`src/core/ccpm_pkg.sv`:
```
package ccpm_pkg;
  // register map, word index on the plain port
  localparam logic [2:0] ADDR_CTRL = 3'h0;
  localparam logic [2:0] ADDR_DUTY_HI = 3'h1;
  localparam logic [2:0] ADDR_STEER = 3'h2;
  localparam logic [2:0] ADDR_TSEL = 3'h3;
  localparam logic [2:0] ADDR_STATUS = 3'h4;
  localparam logic [2:0] ADDR_CAP_LO = 3'h5;
  localparam logic [2:0] ADDR_CAP_HI = 3'h6;

  // control register fields
  localparam int CFG_MSB = 7;
  localparam int CFG_LSB = 6;
  localparam int DLOW_MSB = 5;
  localparam int DLOW_LSB = 4;
  localparam int MODE_MSB = 3;
  localparam int MODE_LSB = 0;

  // status register fields
  localparam int ST_EVENT = 0;
  localparam int ST_CONV_ON = 1;

  // reset values
  localparam logic [7:0] CTRL_RST = 8'h00;
  localparam logic [7:0] DUTY_HI_RST = 8'h00;
  localparam logic [3:0] STEER_RST = 4'h1;
  localparam logic [1:0] TSEL_RST = 2'h0;

  // mode codes
  localparam logic [3:0] MODE_OFF = 4'h0;
  localparam logic [3:0] MODE_TOGGLE = 4'h2;
  localparam logic [3:0] MODE_CAP_FALL = 4'h4;
  localparam logic [3:0] MODE_CAP_RISE = 4'h5;
  localparam logic [3:0] MODE_CAP_4 = 4'h6;
  localparam logic [3:0] MODE_CAP_16 = 4'h7;
  localparam logic [3:0] MODE_CMP_SET = 4'h8;
  localparam logic [3:0] MODE_CMP_CLR = 4'h9;
  localparam logic [3:0] MODE_CMP_SOFT = 4'ha;
  localparam logic [3:0] MODE_CMP_TRIG = 4'hb;
  localparam logic [1:0] MODE_PWM_TOP = 2'h3;

  // output configuration codes
  localparam logic [1:0] CFG_SINGLE = 2'h0;
  localparam logic [1:0] CFG_FWD = 2'h1;
  localparam logic [1:0] CFG_HALF = 2'h2;
  localparam logic [1:0] CFG_REV = 2'h3;

  // capture prescale terminal counts
  localparam logic [3:0] PRE_4_LAST = 4'h3;
  localparam logic [3:0] PRE_16_LAST = 4'hf;

  // dead band time and its cycle count at 250 MHz
  localparam int CLK_MHZ = 250;
  localparam int DEAD_NS = 20;
  localparam int DEAD_CYC = (DEAD_NS * CLK_MHZ + 999) / 1000;
endpackage

```
`src/core/ccpm_channel.sv`:
```
// Implementation choices: strobed register access and the placing of the registers.
`timescale 1ns/10ps
`default_nettype none
//
// Contract
// - mode 0000 turns channel off and resets it
// - 0100 captures falling edges, 0101 rising edges
// - 0110 every fourth, 0111 every sixteenth rise
// - 0010 toggles channel pin on compare match
// - 1000 sets pin high, sets event flag
// - 1001 drives pin low, sets event flag
// - 1010 sets event flag only, pin untouched
// - 1011 sets flag, resets selected time base
// - fifth channel trigger sets converter on, starts if enabled
// - upper mode bits 11 mean PWM, polarity below
// - duty low bits extend duty register in PWM
// - capture/compare uses A; B, C, D port pins
// - half bridge: 0x single A, 1x A/B dead-band
// - full bridge 00 single, 10 half bridge
// - full bridge 01 forward: D mod, A on
// - full bridge 11 reverse: B mod, C on
// - full bridge polarity: bit1 A/C, bit0 B/D
// - single output steers to enabled outputs
module ccpm_channel #(
  parameter bit FULL_BRIDGE = 1'b1,
  parameter bit FIFTH_CHANNEL = 1'b0,
  parameter int DEAD_CYCLES = ccpm_pkg::DEAD_CYC
) (
  // clock and reset
  input wire logic core_clk,
  input wire logic rst,
  // register port
  input wire logic [2:0] reg_addr,
  input wire logic [7:0] reg_wdata,
  input wire logic reg_wr,
  input wire logic reg_rd,
  output logic [7:0] reg_rdata,
  // selected time base
  input wire logic [15:0] time_base_count,
  input wire logic compare_match,
  input wire logic [9:0] pwm_count,
  output logic [1:0] timer_select,
  output logic time_base_reset,
  // converter
  input wire logic converter_enable,
  output logic converter_on,
  output logic conversion_start,
  // channel pin input for capture
  input wire logic channel_pin_in,
  // four outputs, oe_n low while driven
  output logic pwm_out_a,
  output logic pwm_out_a_oe_n,
  output logic pwm_out_b,
  output logic pwm_out_b_oe_n,
  output logic pwm_out_c,
  output logic pwm_out_c_oe_n,
  output logic pwm_out_d,
  output logic pwm_out_d_oe_n,
  // event flag
  output logic channel_event_flag
);
  ////////////////////////////////////////////////////////////////////////////
  // registers
  logic [1:0] output_config_q;
  logic [1:0] duty_low_bits_q;
  logic [3:0] channel_mode_select_q;
  logic [7:0] duty_high_register_q;
  logic [3:0] steer_q; // d, c, b, a enables
  logic [1:0] timer_select_q;
  logic event_q;
  logic conv_on_q;
  logic [15:0] capture_q;
  logic [7:0] rdata_q;

  // decoded writes
  logic wr_ctrl, wr_status;
  assign wr_ctrl = reg_wr && (reg_addr == ccpm_pkg::ADDR_CTRL);
  assign wr_status = reg_wr && (reg_addr == ccpm_pkg::ADDR_STATUS);

  // mode classes
  logic is_pwm, is_capture, is_compare;
  assign is_pwm = channel_mode_select_q[3:2] == ccpm_pkg::MODE_PWM_TOP;
  assign is_capture = channel_mode_select_q[3:2] == 2'h1;
  // reserved codes 0001 and 0011 fall in none of the classes
  assign is_compare = (channel_mode_select_q == ccpm_pkg::MODE_TOGGLE) ||
                      (channel_mode_select_q[3:2] == 2'h2);

  // control register write
  always_ff @(posedge core_clk or posedge rst) begin
    if (rst) begin
      output_config_q <= ccpm_pkg::CTRL_RST[ccpm_pkg::CFG_MSB:ccpm_pkg::CFG_LSB];
      duty_low_bits_q <= ccpm_pkg::CTRL_RST[ccpm_pkg::DLOW_MSB:ccpm_pkg::DLOW_LSB];
      channel_mode_select_q <= ccpm_pkg::CTRL_RST[ccpm_pkg::MODE_MSB:ccpm_pkg::MODE_LSB];
    end else if (wr_ctrl) begin
      output_config_q <= reg_wdata[ccpm_pkg::CFG_MSB:ccpm_pkg::CFG_LSB];
      duty_low_bits_q <= reg_wdata[ccpm_pkg::DLOW_MSB:ccpm_pkg::DLOW_LSB];
      channel_mode_select_q <= reg_wdata[ccpm_pkg::MODE_MSB:ccpm_pkg::MODE_LSB];
    end
  end

  // duty, steering and timer select registers
  always_ff @(posedge core_clk or posedge rst) begin
    if (rst) begin
      duty_high_register_q <= ccpm_pkg::DUTY_HI_RST;
      steer_q <= ccpm_pkg::STEER_RST;
      timer_select_q <= ccpm_pkg::TSEL_RST;
    end else if (reg_wr) begin
      if (reg_addr == ccpm_pkg::ADDR_DUTY_HI) begin
        duty_high_register_q <= reg_wdata;
      end
      if (reg_addr == ccpm_pkg::ADDR_STEER) begin
        steer_q <= reg_wdata[3:0];
      end
      if (reg_addr == ccpm_pkg::ADDR_TSEL) begin
        timer_select_q <= reg_wdata[1:0];
      end
    end
  end

  ////////////////////////////////////////////////////////////////////////////
  // capture input synchroniser and edge detect
  logic pin_s1_q, pin_s2_q, pin_s3_q;

  // two flops before any logic, a third for the edge
  always_ff @(posedge core_clk or posedge rst) begin
    if (rst) begin
      pin_s1_q <= 1'b0;
      pin_s2_q <= 1'b0;
      pin_s3_q <= 1'b0;
    end else begin
      pin_s1_q <= channel_pin_in;
      pin_s2_q <= pin_s1_q;
      pin_s3_q <= pin_s2_q;
    end
  end

  logic rise, fall;
  assign rise = pin_s2_q && !pin_s3_q;
  assign fall = !pin_s2_q && pin_s3_q;

  // rising-edge prescaler, restarted on every mode write
  logic [3:0] pre_q;
  logic pre_hit;
  always_comb begin
    pre_hit = 1'b0;
    unique case (channel_mode_select_q)
      ccpm_pkg::MODE_CAP_4: pre_hit = rise && (pre_q == ccpm_pkg::PRE_4_LAST);
      ccpm_pkg::MODE_CAP_16: pre_hit = rise && (pre_q == ccpm_pkg::PRE_16_LAST);
      default: pre_hit = 1'b0;
    endcase
  end

  // prescale counter
  always_ff @(posedge core_clk or posedge rst) begin
    if (rst) begin
      pre_q <= 4'h0;
    end else if (wr_ctrl || pre_hit) begin
      pre_q <= 4'h0;
    end else if (rise) begin
      pre_q <= pre_q + 4'h1;
    end
  end

  // capture event select
  logic cap_evt;
  always_comb begin
    cap_evt = 1'b0;
    if (channel_mode_select_q == ccpm_pkg::MODE_CAP_FALL) begin
      cap_evt = fall;
    end else if (channel_mode_select_q == ccpm_pkg::MODE_CAP_RISE) begin
      cap_evt = rise;
    end else begin
      cap_evt = pre_hit;
    end
  end

  // capture register holds the time base at the event
  always_ff @(posedge core_clk or posedge rst) begin
    if (rst) begin
      capture_q <= 16'h0000;
    end else if (is_capture && cap_evt) begin
      capture_q <= time_base_count;
    end
  end

  ////////////////////////////////////////////////////////////////////////////
  // compare actions
  logic cmp_evt;
  assign cmp_evt = is_compare && compare_match;

  // compare output latch on the channel pin
  logic cmp_pin_q;
  always_ff @(posedge core_clk or posedge rst) begin
    if (rst) begin
      cmp_pin_q <= 1'b0;
    end else if (wr_ctrl && (reg_wdata[3:0] == ccpm_pkg::MODE_OFF)) begin
      cmp_pin_q <= 1'b0;
    end else if (cmp_evt) begin
      if (channel_mode_select_q == ccpm_pkg::MODE_TOGGLE) begin
        cmp_pin_q <= !cmp_pin_q;
      end else if (channel_mode_select_q == ccpm_pkg::MODE_CMP_SET) begin
        cmp_pin_q <= 1'b1;
      end else if (channel_mode_select_q == ccpm_pkg::MODE_CMP_CLR) begin
        cmp_pin_q <= 1'b0;
      end
      // soft and trigger modes leave the pin alone
    end
  end

  // flag-setting events: captures and compares alike
  logic flag_evt, trig_evt;
  assign flag_evt = (is_capture && cap_evt) || cmp_evt;
  assign trig_evt = cmp_evt && (channel_mode_select_q == ccpm_pkg::MODE_CMP_TRIG);

  // sticky flags, write one to clear; a same-cycle event wins
  always_ff @(posedge core_clk or posedge rst) begin
    if (rst) begin
      event_q <= 1'b0;
      conv_on_q <= 1'b0;
    end else begin
      if (flag_evt) begin
        event_q <= 1'b1;
      end else if (wr_status && reg_wdata[ccpm_pkg::ST_EVENT]) begin
        event_q <= 1'b0;
      end
      if (FIFTH_CHANNEL && trig_evt) begin
        conv_on_q <= 1'b1;
      end else if (wr_status && reg_wdata[ccpm_pkg::ST_CONV_ON]) begin
        conv_on_q <= 1'b0;
      end
    end
  end

  // one-cycle pulses to the time base and converter
  always_ff @(posedge core_clk or posedge rst) begin
    if (rst) begin
      time_base_reset <= 1'b0;
      conversion_start <= 1'b0;
    end else begin
      time_base_reset <= trig_evt;
      conversion_start <= FIFTH_CHANNEL && trig_evt && converter_enable;
    end
  end

  ////////////////////////////////////////////////////////////////////////////
  // pwm modulation and dead band
  logic [9:0] duty;
  logic modulated;
  // low bits only matter in pwm; outside it the comparison is unused
  assign duty = {duty_high_register_q, duty_low_bits_q};
  assign modulated = is_pwm && (pwm_count < duty);

  logic half_mode;
  assign half_mode = is_pwm && (FULL_BRIDGE ? (output_config_q == ccpm_pkg::CFG_HALF)
                                            : output_config_q[1]);
  logic db_a, db_b;

  ccpm_dead_band #(.DELAY(DEAD_CYCLES)) u_db_a (
    .core_clk(core_clk),
    .rst(rst),
    .enable(half_mode),
    .drive_in(modulated),
    .drive_out(db_a)
  );

  ccpm_dead_band #(.DELAY(DEAD_CYCLES)) u_db_b (
    .core_clk(core_clk),
    .rst(rst),
    .enable(half_mode),
    .drive_in(!modulated),
    .drive_out(db_b)
  );

  ////////////////////////////////////////////////////////////////////////////
  // output mapping: active level first, polarity applied last
  logic [3:0] act_d; // d, c, b, a active-true levels
  logic [3:0] drv_d; // d, c, b, a driven by this block
  logic pol_ac, pol_bd;
  assign pol_ac = channel_mode_select_q[1];
  assign pol_bd = channel_mode_select_q[0];

  always_comb begin
    act_d = 4'h0;
    drv_d = 4'h0;
    if (is_capture || is_compare) begin
      // capture input or compare output on a only
      act_d = {3'h0, cmp_pin_q};
      drv_d = {3'h0, is_compare};
    end else if (is_pwm && half_mode) begin
      act_d = {2'h0, db_b, db_a};
      drv_d = 4'h3;
    end else if (is_pwm && FULL_BRIDGE && (output_config_q == ccpm_pkg::CFG_FWD)) begin
      act_d = {modulated, 2'h0, 1'b1};
      drv_d = 4'hf;
    end else if (is_pwm && FULL_BRIDGE && (output_config_q == ccpm_pkg::CFG_REV)) begin
      act_d = {1'b0, 1'b1, modulated, 1'b0};
      drv_d = 4'hf;
    end else if (is_pwm && FULL_BRIDGE) begin
      // single output, steered to any enabled pins
      act_d = {4{modulated}};
      drv_d = steer_q;
    end else if (is_pwm) begin
      act_d = {3'h0, modulated};
      drv_d = 4'h1;
    end
    // off and reserved modes drive nothing
  end

  // registered pins; compare output keeps its true level
  always_ff @(posedge core_clk or posedge rst) begin
    if (rst) begin
      pwm_out_a <= 1'b0;
      pwm_out_b <= 1'b0;
      pwm_out_c <= 1'b0;
      pwm_out_d <= 1'b0;
      pwm_out_a_oe_n <= 1'b1;
      pwm_out_b_oe_n <= 1'b1;
      pwm_out_c_oe_n <= 1'b1;
      pwm_out_d_oe_n <= 1'b1;
    end else begin
      pwm_out_a <= act_d[0] ^ (is_pwm && pol_ac);
      pwm_out_b <= act_d[1] ^ (is_pwm && pol_bd);
      pwm_out_c <= act_d[2] ^ (is_pwm && pol_ac);
      pwm_out_d <= act_d[3] ^ (is_pwm && pol_bd);
      pwm_out_a_oe_n <= !drv_d[0];
      pwm_out_b_oe_n <= !drv_d[1];
      pwm_out_c_oe_n <= !drv_d[2];
      pwm_out_d_oe_n <= !drv_d[3];
    end
  end

  ////////////////////////////////////////////////////////////////////////////
  // read port, data one cycle after the strobe
  always_ff @(posedge core_clk or posedge rst) begin
    if (rst) begin
      rdata_q <= 8'h00;
    end else if (reg_rd) begin
      unique case (reg_addr)
        ccpm_pkg::ADDR_CTRL: rdata_q <= {output_config_q, duty_low_bits_q,
                                         channel_mode_select_q};
        ccpm_pkg::ADDR_DUTY_HI: rdata_q <= duty_high_register_q;
        ccpm_pkg::ADDR_STEER: rdata_q <= {4'h0, steer_q};
        ccpm_pkg::ADDR_TSEL: rdata_q <= {6'h00, timer_select_q};
        ccpm_pkg::ADDR_STATUS: rdata_q <= {6'h00, conv_on_q, event_q};
        ccpm_pkg::ADDR_CAP_LO: rdata_q <= capture_q[7:0];
        ccpm_pkg::ADDR_CAP_HI: rdata_q <= capture_q[15:8];
        default: rdata_q <= 8'h00; // unmapped reads zero
      endcase
    end else begin
      rdata_q <= 8'h00;
    end
  end

  // outputs straight from flops
  assign reg_rdata = rdata_q;
  assign timer_select = timer_select_q;
  assign converter_on = conv_on_q;
  assign channel_event_flag = event_q;
endmodule
`default_nettype wire

```
`src/core/ccpm_dead_band.sv`:
```
`timescale 1ns/10ps
`default_nettype none
// delays the rising edge of a drive signal, falls at once
module ccpm_dead_band #(
  parameter int DELAY = 5
) (
  // clock and reset
  input wire logic core_clk,
  input wire logic rst,
  // drive in and delayed drive out
  input wire logic enable,
  input wire logic drive_in,
  output logic drive_out
);
  // counts cycles the input has been high
  logic [7:0] cnt_q;

  // hold-off counter, cleared whenever the input drops
  always_ff @(posedge core_clk or posedge rst) begin
    if (rst) begin
      cnt_q <= 8'h00;
    end else if (!enable || !drive_in) begin
      cnt_q <= 8'h00;
    end else if (cnt_q < 8'(DELAY)) begin
      cnt_q <= cnt_q + 8'h01;
    end
  end

  // both switches of a leg never conduct together: falls first, rises late
  assign drive_out = enable && drive_in && (cnt_q >= 8'(DELAY));
endmodule
`default_nettype wire

```
`config.mk`:
```
export PLATFORM = sky130hd
export DESIGN_NAME = ccpm_channel
export DESIGN_NICKNAME = d
export VERILOG_FILES = /design/src/core/ccpm_pkg.sv /design/src/core/ccpm_channel.sv /design/src/core/ccpm_dead_band.sv
export SDC_FILE = /design/constraint.sdc
export NUM_CORES = 1
export LEC_CHECK = 0
export BUFFER_PORTS_ARGS = -buffer_cell sky130_fd_sc_hd__buf_4
export CAP_MARGIN = 0
export CORE_ASPECT_RATIO = 0.5
export CORE_UTILIZATION = 55
export CTS_CLUSTER_SIZE = 10
export DETAILED_ROUTE_END_ITERATION = 8
export GPL_TIMING_DRIVEN = 0
export PLACE_DENSITY = 0.82
export SYNTH_ARGS = -nofsm -noshare
export SYNTH_HDL_FRONTEND = slang
export SYNTH_SLANG_ARGS = --single-unit
```
`constraint.sdc`:
```
create_clock -name core_clk -period 3.84 [get_ports core_clk]
set_clock_uncertainty 0.2 [all_clocks]
set_input_delay 0 -clock core_clk [delete_from_list [all_inputs] [get_ports core_clk]]
set_output_delay 0 -clock core_clk [all_outputs]
set_load 0.005 [all_outputs]
```
-- Word level (Yosys, flattened, before mapping)
Index checks and enable logic that the tools add are counted.
- word-level logic and storage cells: 136
- bits in registers: 80
- bits of input ports: 44
- output and inout port bits: 22
- bitwise operators: 4
- eq/ne operators: 22
- mux-type cells: 28
- $add $sub $neg: 3
- order comparisons: 5
- reductions and logical operators: 49
- operator list (kind ; count):
    8-bit one-hot mux with 7 select lines ; 1
    4-bit two-way mux ; 12
    8-bit two-way mux ; 5
    1-bit logical AND ; 22
    8-bit by 1-bit adder with 8-bit output (second input constant) ; 2
    4-bit by 3-bit equality test with 1-bit output (second input constant) ; 4
    4-bit equality test (second input constant) ; 4
    8-bit by 3-bit greater-or-equal comparator with 1-bit output (second input constant) ; 2
    8-bit by 3-bit less-than comparator with 1-bit output (second input constant) ; 2
    10-bit less-than comparator ; 1
    2-bit nonzero test ; 5
    3-bit equality test (second input constant) ; 3
    1-bit zero test ; 9
    1-bit two-way mux ; 9
    2-bit equality test (second input constant) ; 4
    4-bit by 2-bit equality test with 1-bit output (second input constant) ; 2
    2-bit AND reduction ; 4
    3-bit by 2-bit equality test with 1-bit output (second input constant) ; 2
    1-bit logical OR ; 6
    4-bit by 1-bit adder with 4-bit output (second input constant) ; 1
    2-bit by 1-bit equality test with 1-bit output (second input constant) ; 2
    4-bit zero test ; 1
    4-bit nonzero test ; 1
    1-bit bitwise XOR ; 4
    other kinds (3) ; 3

-- Depth between registers and ports, before layout
- depth in word-level cells: 9
- gate-level depth with buffers: 8
- mapped depth without buffers: 8

-- Hierarchy
A second synthesis with hierarchy kept.
- cell total of the unflattened synthesis: 374
- area total of the unflattened synthesis: 4067.7 µm²
- by module, submodules not included (module ; instances ; area an instance (µm²) ; cells an instance ; sequential area each (µm²)):
    ccpm_channel ; 1 ; 3241.9 ; 300 ; 1607.8
    ccpm_dead_band ; 2 ; 412.9 ; 37 ; 200.2

-- Worst setup path after synthesis
Ideal clock, no wire load.
- path kind: register to register
- start point: register duty_high_register_q[5]
- end point: register pwm_out_b
- arrival time: 1.957 ns
- slack: 1.603 ns
- setup time: 0.080 ns
- buffers on the path: 0
- required time: 3.560 ns
- cell stages (with the launch flop): 9
- clock period less this slack: 2.237 ns
- path through: dfrtp_1 inv_1 ha_1 a211o_1 o211ai_2 o211ai_2 or3_1 a2111o_1 o211ai_2
- longest elaborated chain between the ends: 8
- elaborated cells between the ends (all ways): 11
- classes of those cells: order compare (1); mux (5); bitwise (1); reduce/logical (4)
- ends and longest elaborated chain (item ; line ; source):
    from (decl) ; ccpm_channel.sv:67 ; logic [7:0] duty_high_register_q;
    from (signal assigned) ; ccpm_channel.sv:104 ; duty_high_register_q <= ccpm_pkg::DUTY_HI_RST;
    from (signal assigned) ; ccpm_channel.sv:109 ; duty_high_register_q <= reg_wdata;
    10-bit less-than comparator (*) ; ccpm_channel.sv:251 ; assign modulated = is_pwm && (pwm_count < duty);
    1-bit logical AND (*) ; ccpm_channel.sv:251 ;
    4-bit two-way mux / 1-bit zero test (equally long branches) ; ccpm_channel.sv:298, ccpm_channel.sv:270 ;
    4-bit two-way mux / 1-bit logical AND (equally long branches) ; ccpm_channel.sv:295, ccpm_dead_band.sv:30 ;
    4-bit two-way mux / 1-bit logical AND (equally long branches) ; ccpm_channel.sv:292, ccpm_dead_band.sv:30 ;
    4-bit two-way mux (*) ; ccpm_channel.sv:289 ; end else if (is_pwm && half_mode) begin
    4-bit two-way mux (*) ; ccpm_channel.sv:285 ; if (is_capture || is_compare) begin
    1-bit bitwise XOR (*) ; ccpm_channel.sv:322 ; pwm_out_b <= act_d[1] ^ (is_pwm && pol_bd);
    to (signal assigned) ; ccpm_channel.sv:322 ;
    to (decl) ; ccpm_channel.sv:53 ; output logic pwm_out_b,
Every way passes the cells marked *; elsewhere a longest branch is shown, timed or not.
A chain may end at the register's enable or synchronous reset.

-- Final worst setup path
Ends and elaborated chain as after synthesis.

==> run metrics <==
DRC=0; ANT cells=0; P per Cell Area=524 nW/um^2; Layout area overhead=31.5%; path type of the worst min-delay path=in -> async; H-Tree Level Count=3; Clock Latency Late Sink=0.34 ns; Starting Density=58.5%; net switching power=0.000784 W; Synth cell types=56; Via density=5.59; status=finished, final reports clean; Max Slew Vio Count=0; busiest grt layer=met2; Synth Flop Type=dfrtp_1; Post-DRT Antenna Nets=0; maximum VDD drop=0.000415 V; core area=6880 um^2; Num CTS Buffers=9; static leakage=2.52 nW; port bufs=62; first-pass GRT wire length=16000 um; IO Count=66; Avg Cell Area, Syn=10.5 um^2; met3 usage=9.49%; internal power=0.00199 W; layout cells sized above 1=25.1%; mean routed wirelength per cell=16.2 um; M2 GR Usage=42.1%; synthesized instance count=384; launching point of the worst reg2reg path=duty_high_register_q[5]; routed wire length=9550 um; die height=62.5 um; GRT met1 Usage=37.5%; ys async rst share=100%; share of power burned in registers=42.7%; max-cap violations=0; gr usage total=27.8%; Setup CP Type=reg -> reg; # resized after CTS=0; Clk pwr share=32.2%; clock root cell=clkbuf_16; dpl ws=1.44 ns; fillers=455; gp weighted congestion=0.915; Die W=123 um; initial antenna violation count=0; largest net degree at the start of global routing=49; Seq/Total Area, Yosys=49.8%; commonest non-fill, non-tap cell in the layout=dfrtp_1; Post-CTS Setup Repair Bufs=0; max_slew headroom=51.6%; Post-Place Cells=541; clock sink count=80; Final period util=64.5%; Final setup violation count=0; RSZ-0062 raised after global routing=no; Worst Slack Setup Final=1.36 ns; Clock Path Buffers=2; net switching fraction of the power=28.2%; FMAX=0.404 GHz; CTS tree=done; Reg2Reg Capture Point=pwm_out_b; clock-pin slew on the worst setup and hold paths=0.06 ns; vias=3300; CP Capture Type=register; CP startpoint kind=register; DR pass1 iterations=4; Fin. Hold Viols=0; worst path required time=3.85 ns; number of DRC markers in iteration 0=210; Comb pwr share=25.1%; CP max FO=7; Warnings, synthesis=0; CTS Hold Bufs=33; Worst Max-Slew Pin Slew=0.726 ns; floorplan row count=21; die footprint=7690 um^2; fin cells=590; NumNets Final=553; Tot Pwr=0.00278 W; vias in the first global route=3259; arrival time worst endpoint=2.49 ns; Synth Register Bits=80; r2r setup slk=1.36 ns; number of synthesized flops with an enable pin=0; grt total ovfl=0; Min Hold Slack=0.0253 ns; Post-Synthesis Cell Area=4030 um^2; most frequent cells in the layout=dfrtp_1 (75), buf_4 (64), nor2_1 (40), nand2_1 (35), dlygate4sd3_1 (33); hpwl dp=6510 um; reg2reg path depth=8; TNS Setup=0 ns; minimum clock period=2.48 ns
sequential cells by signal, indices dropped and copies added (netlist names), 2 cells and up:
register,cells
capture_q,16
channel_mode_select_q,4
duty_high_register_q,8
duty_low_bits_q,2
output_config_q,2
pre_q,4
reg_rdata,8
steer_q,4
timer_select,2
u_db_a.cnt_q,8
u_db_b.cnt_q,8
power by group through the flow:
| stage | clock [W] | combinational, W | sequential [W] |
|---|---|---|---|
| after floorplan | 0 | 0.000465 | 0.00115 |
| after global placement | 0 | 0.000631 | 0.00118 |
| after detailed placement | 0 | 0.000659 | 0.00119 |
| after CTS | 0.000908 | 0.000691 | 0.00118 |
| after global routing | 0.000942 | 0.000770 | 0.00121 |
| final | 0.000894 | 0.000697 | 0.00119 |
logic make-up after synthesis:
| group | Yosys count | share of synthesized area, % |
|---|---|---|
| AND/OR/NAND/NOR | 131 | 15.8 |
| flip-flops | 80 | 49.8 |
| other | 1 | 0.0931 |
| buffers and inverters | 38 | 4.19 |
| AO/OA/AOI/OAI | 76 | 12.8 |
| adder cells (fa/ha/maj) | 16 | 4.97 |
| multiplexers | 34 | 10.6 |
| XOR/XNOR | 8 | 1.74 |
metal layers:
metal	vias to the layer above	share of wire, %
li1	1565	-
met1	1608	45
met2	120	47
met3	7	7.4
met4	0	0.80
met5	-	0
final cells by class:
type	count	area [um^2]	share of cell area, %
plain buffers	17	90.1	1.70
clock buffers	14	284	5.36
clock inverters	2	35.0	0.661
inverters	21	81.3	1.54
multi-input cells	267	1860	35.0
flip-flops and latches	80	2010	37.9
well taps	92	115	2.17
repair buffers	97	828	15.6
critical path: stages (launching register included):
cell and delay (ns):
dfrtp_1 0.37, inv_1 0.07, ha_1 0.24, a211o_1 0.27
o211ai_2 0.10, o211ai_2 0.20, nor4_1 0.60, a2111o_1 0.19
o211ai_2 0.10
cells in the mapped netlist, types with 5 or more instances:
library cell,number,area [um^2]
nand3_1,9,45.0
mux2i_1,5,50.1
nand4_1,5,31.3
mux2_4,9,135
dfstp_2,5,131
o21ai_0,25,125
nor2_1,40,150
mux2_2,19,214
ha_1,16,200
nand2_1,35,131
nor2b_1,8,50.1
and2_1,9,56.3
clkbuf_1,10,37.5
a21oi_1,13,65.1
inv_1,21,78.8
dfrtp_1,75,1880
worst max-delay path by stage:
stage,start,to,cells past startpoint
finish,duty_high_register_q[5],pwm_out_b,8
global route,duty_high_register_q[7],pwm_out_a,7
CTS,duty_high_register_q[5],pwm_out_b,8
detailed placement,duty_high_register_q[5],pwm_out_b,8
global placement,rst,capture_q[4],2
floorplan,rst,capture_q[0],1
through the flow:
step | util, % | area, um^2
global route | 77.0 | 5300
CTS | 77.0 | 5300
detailed placement | 67.5 | 4650
finish | 77.0 | 5300
floorplan | - | 4030
global placement | 67.0 | 4610
No activity file was read; power rests on OpenSTA's default activity.
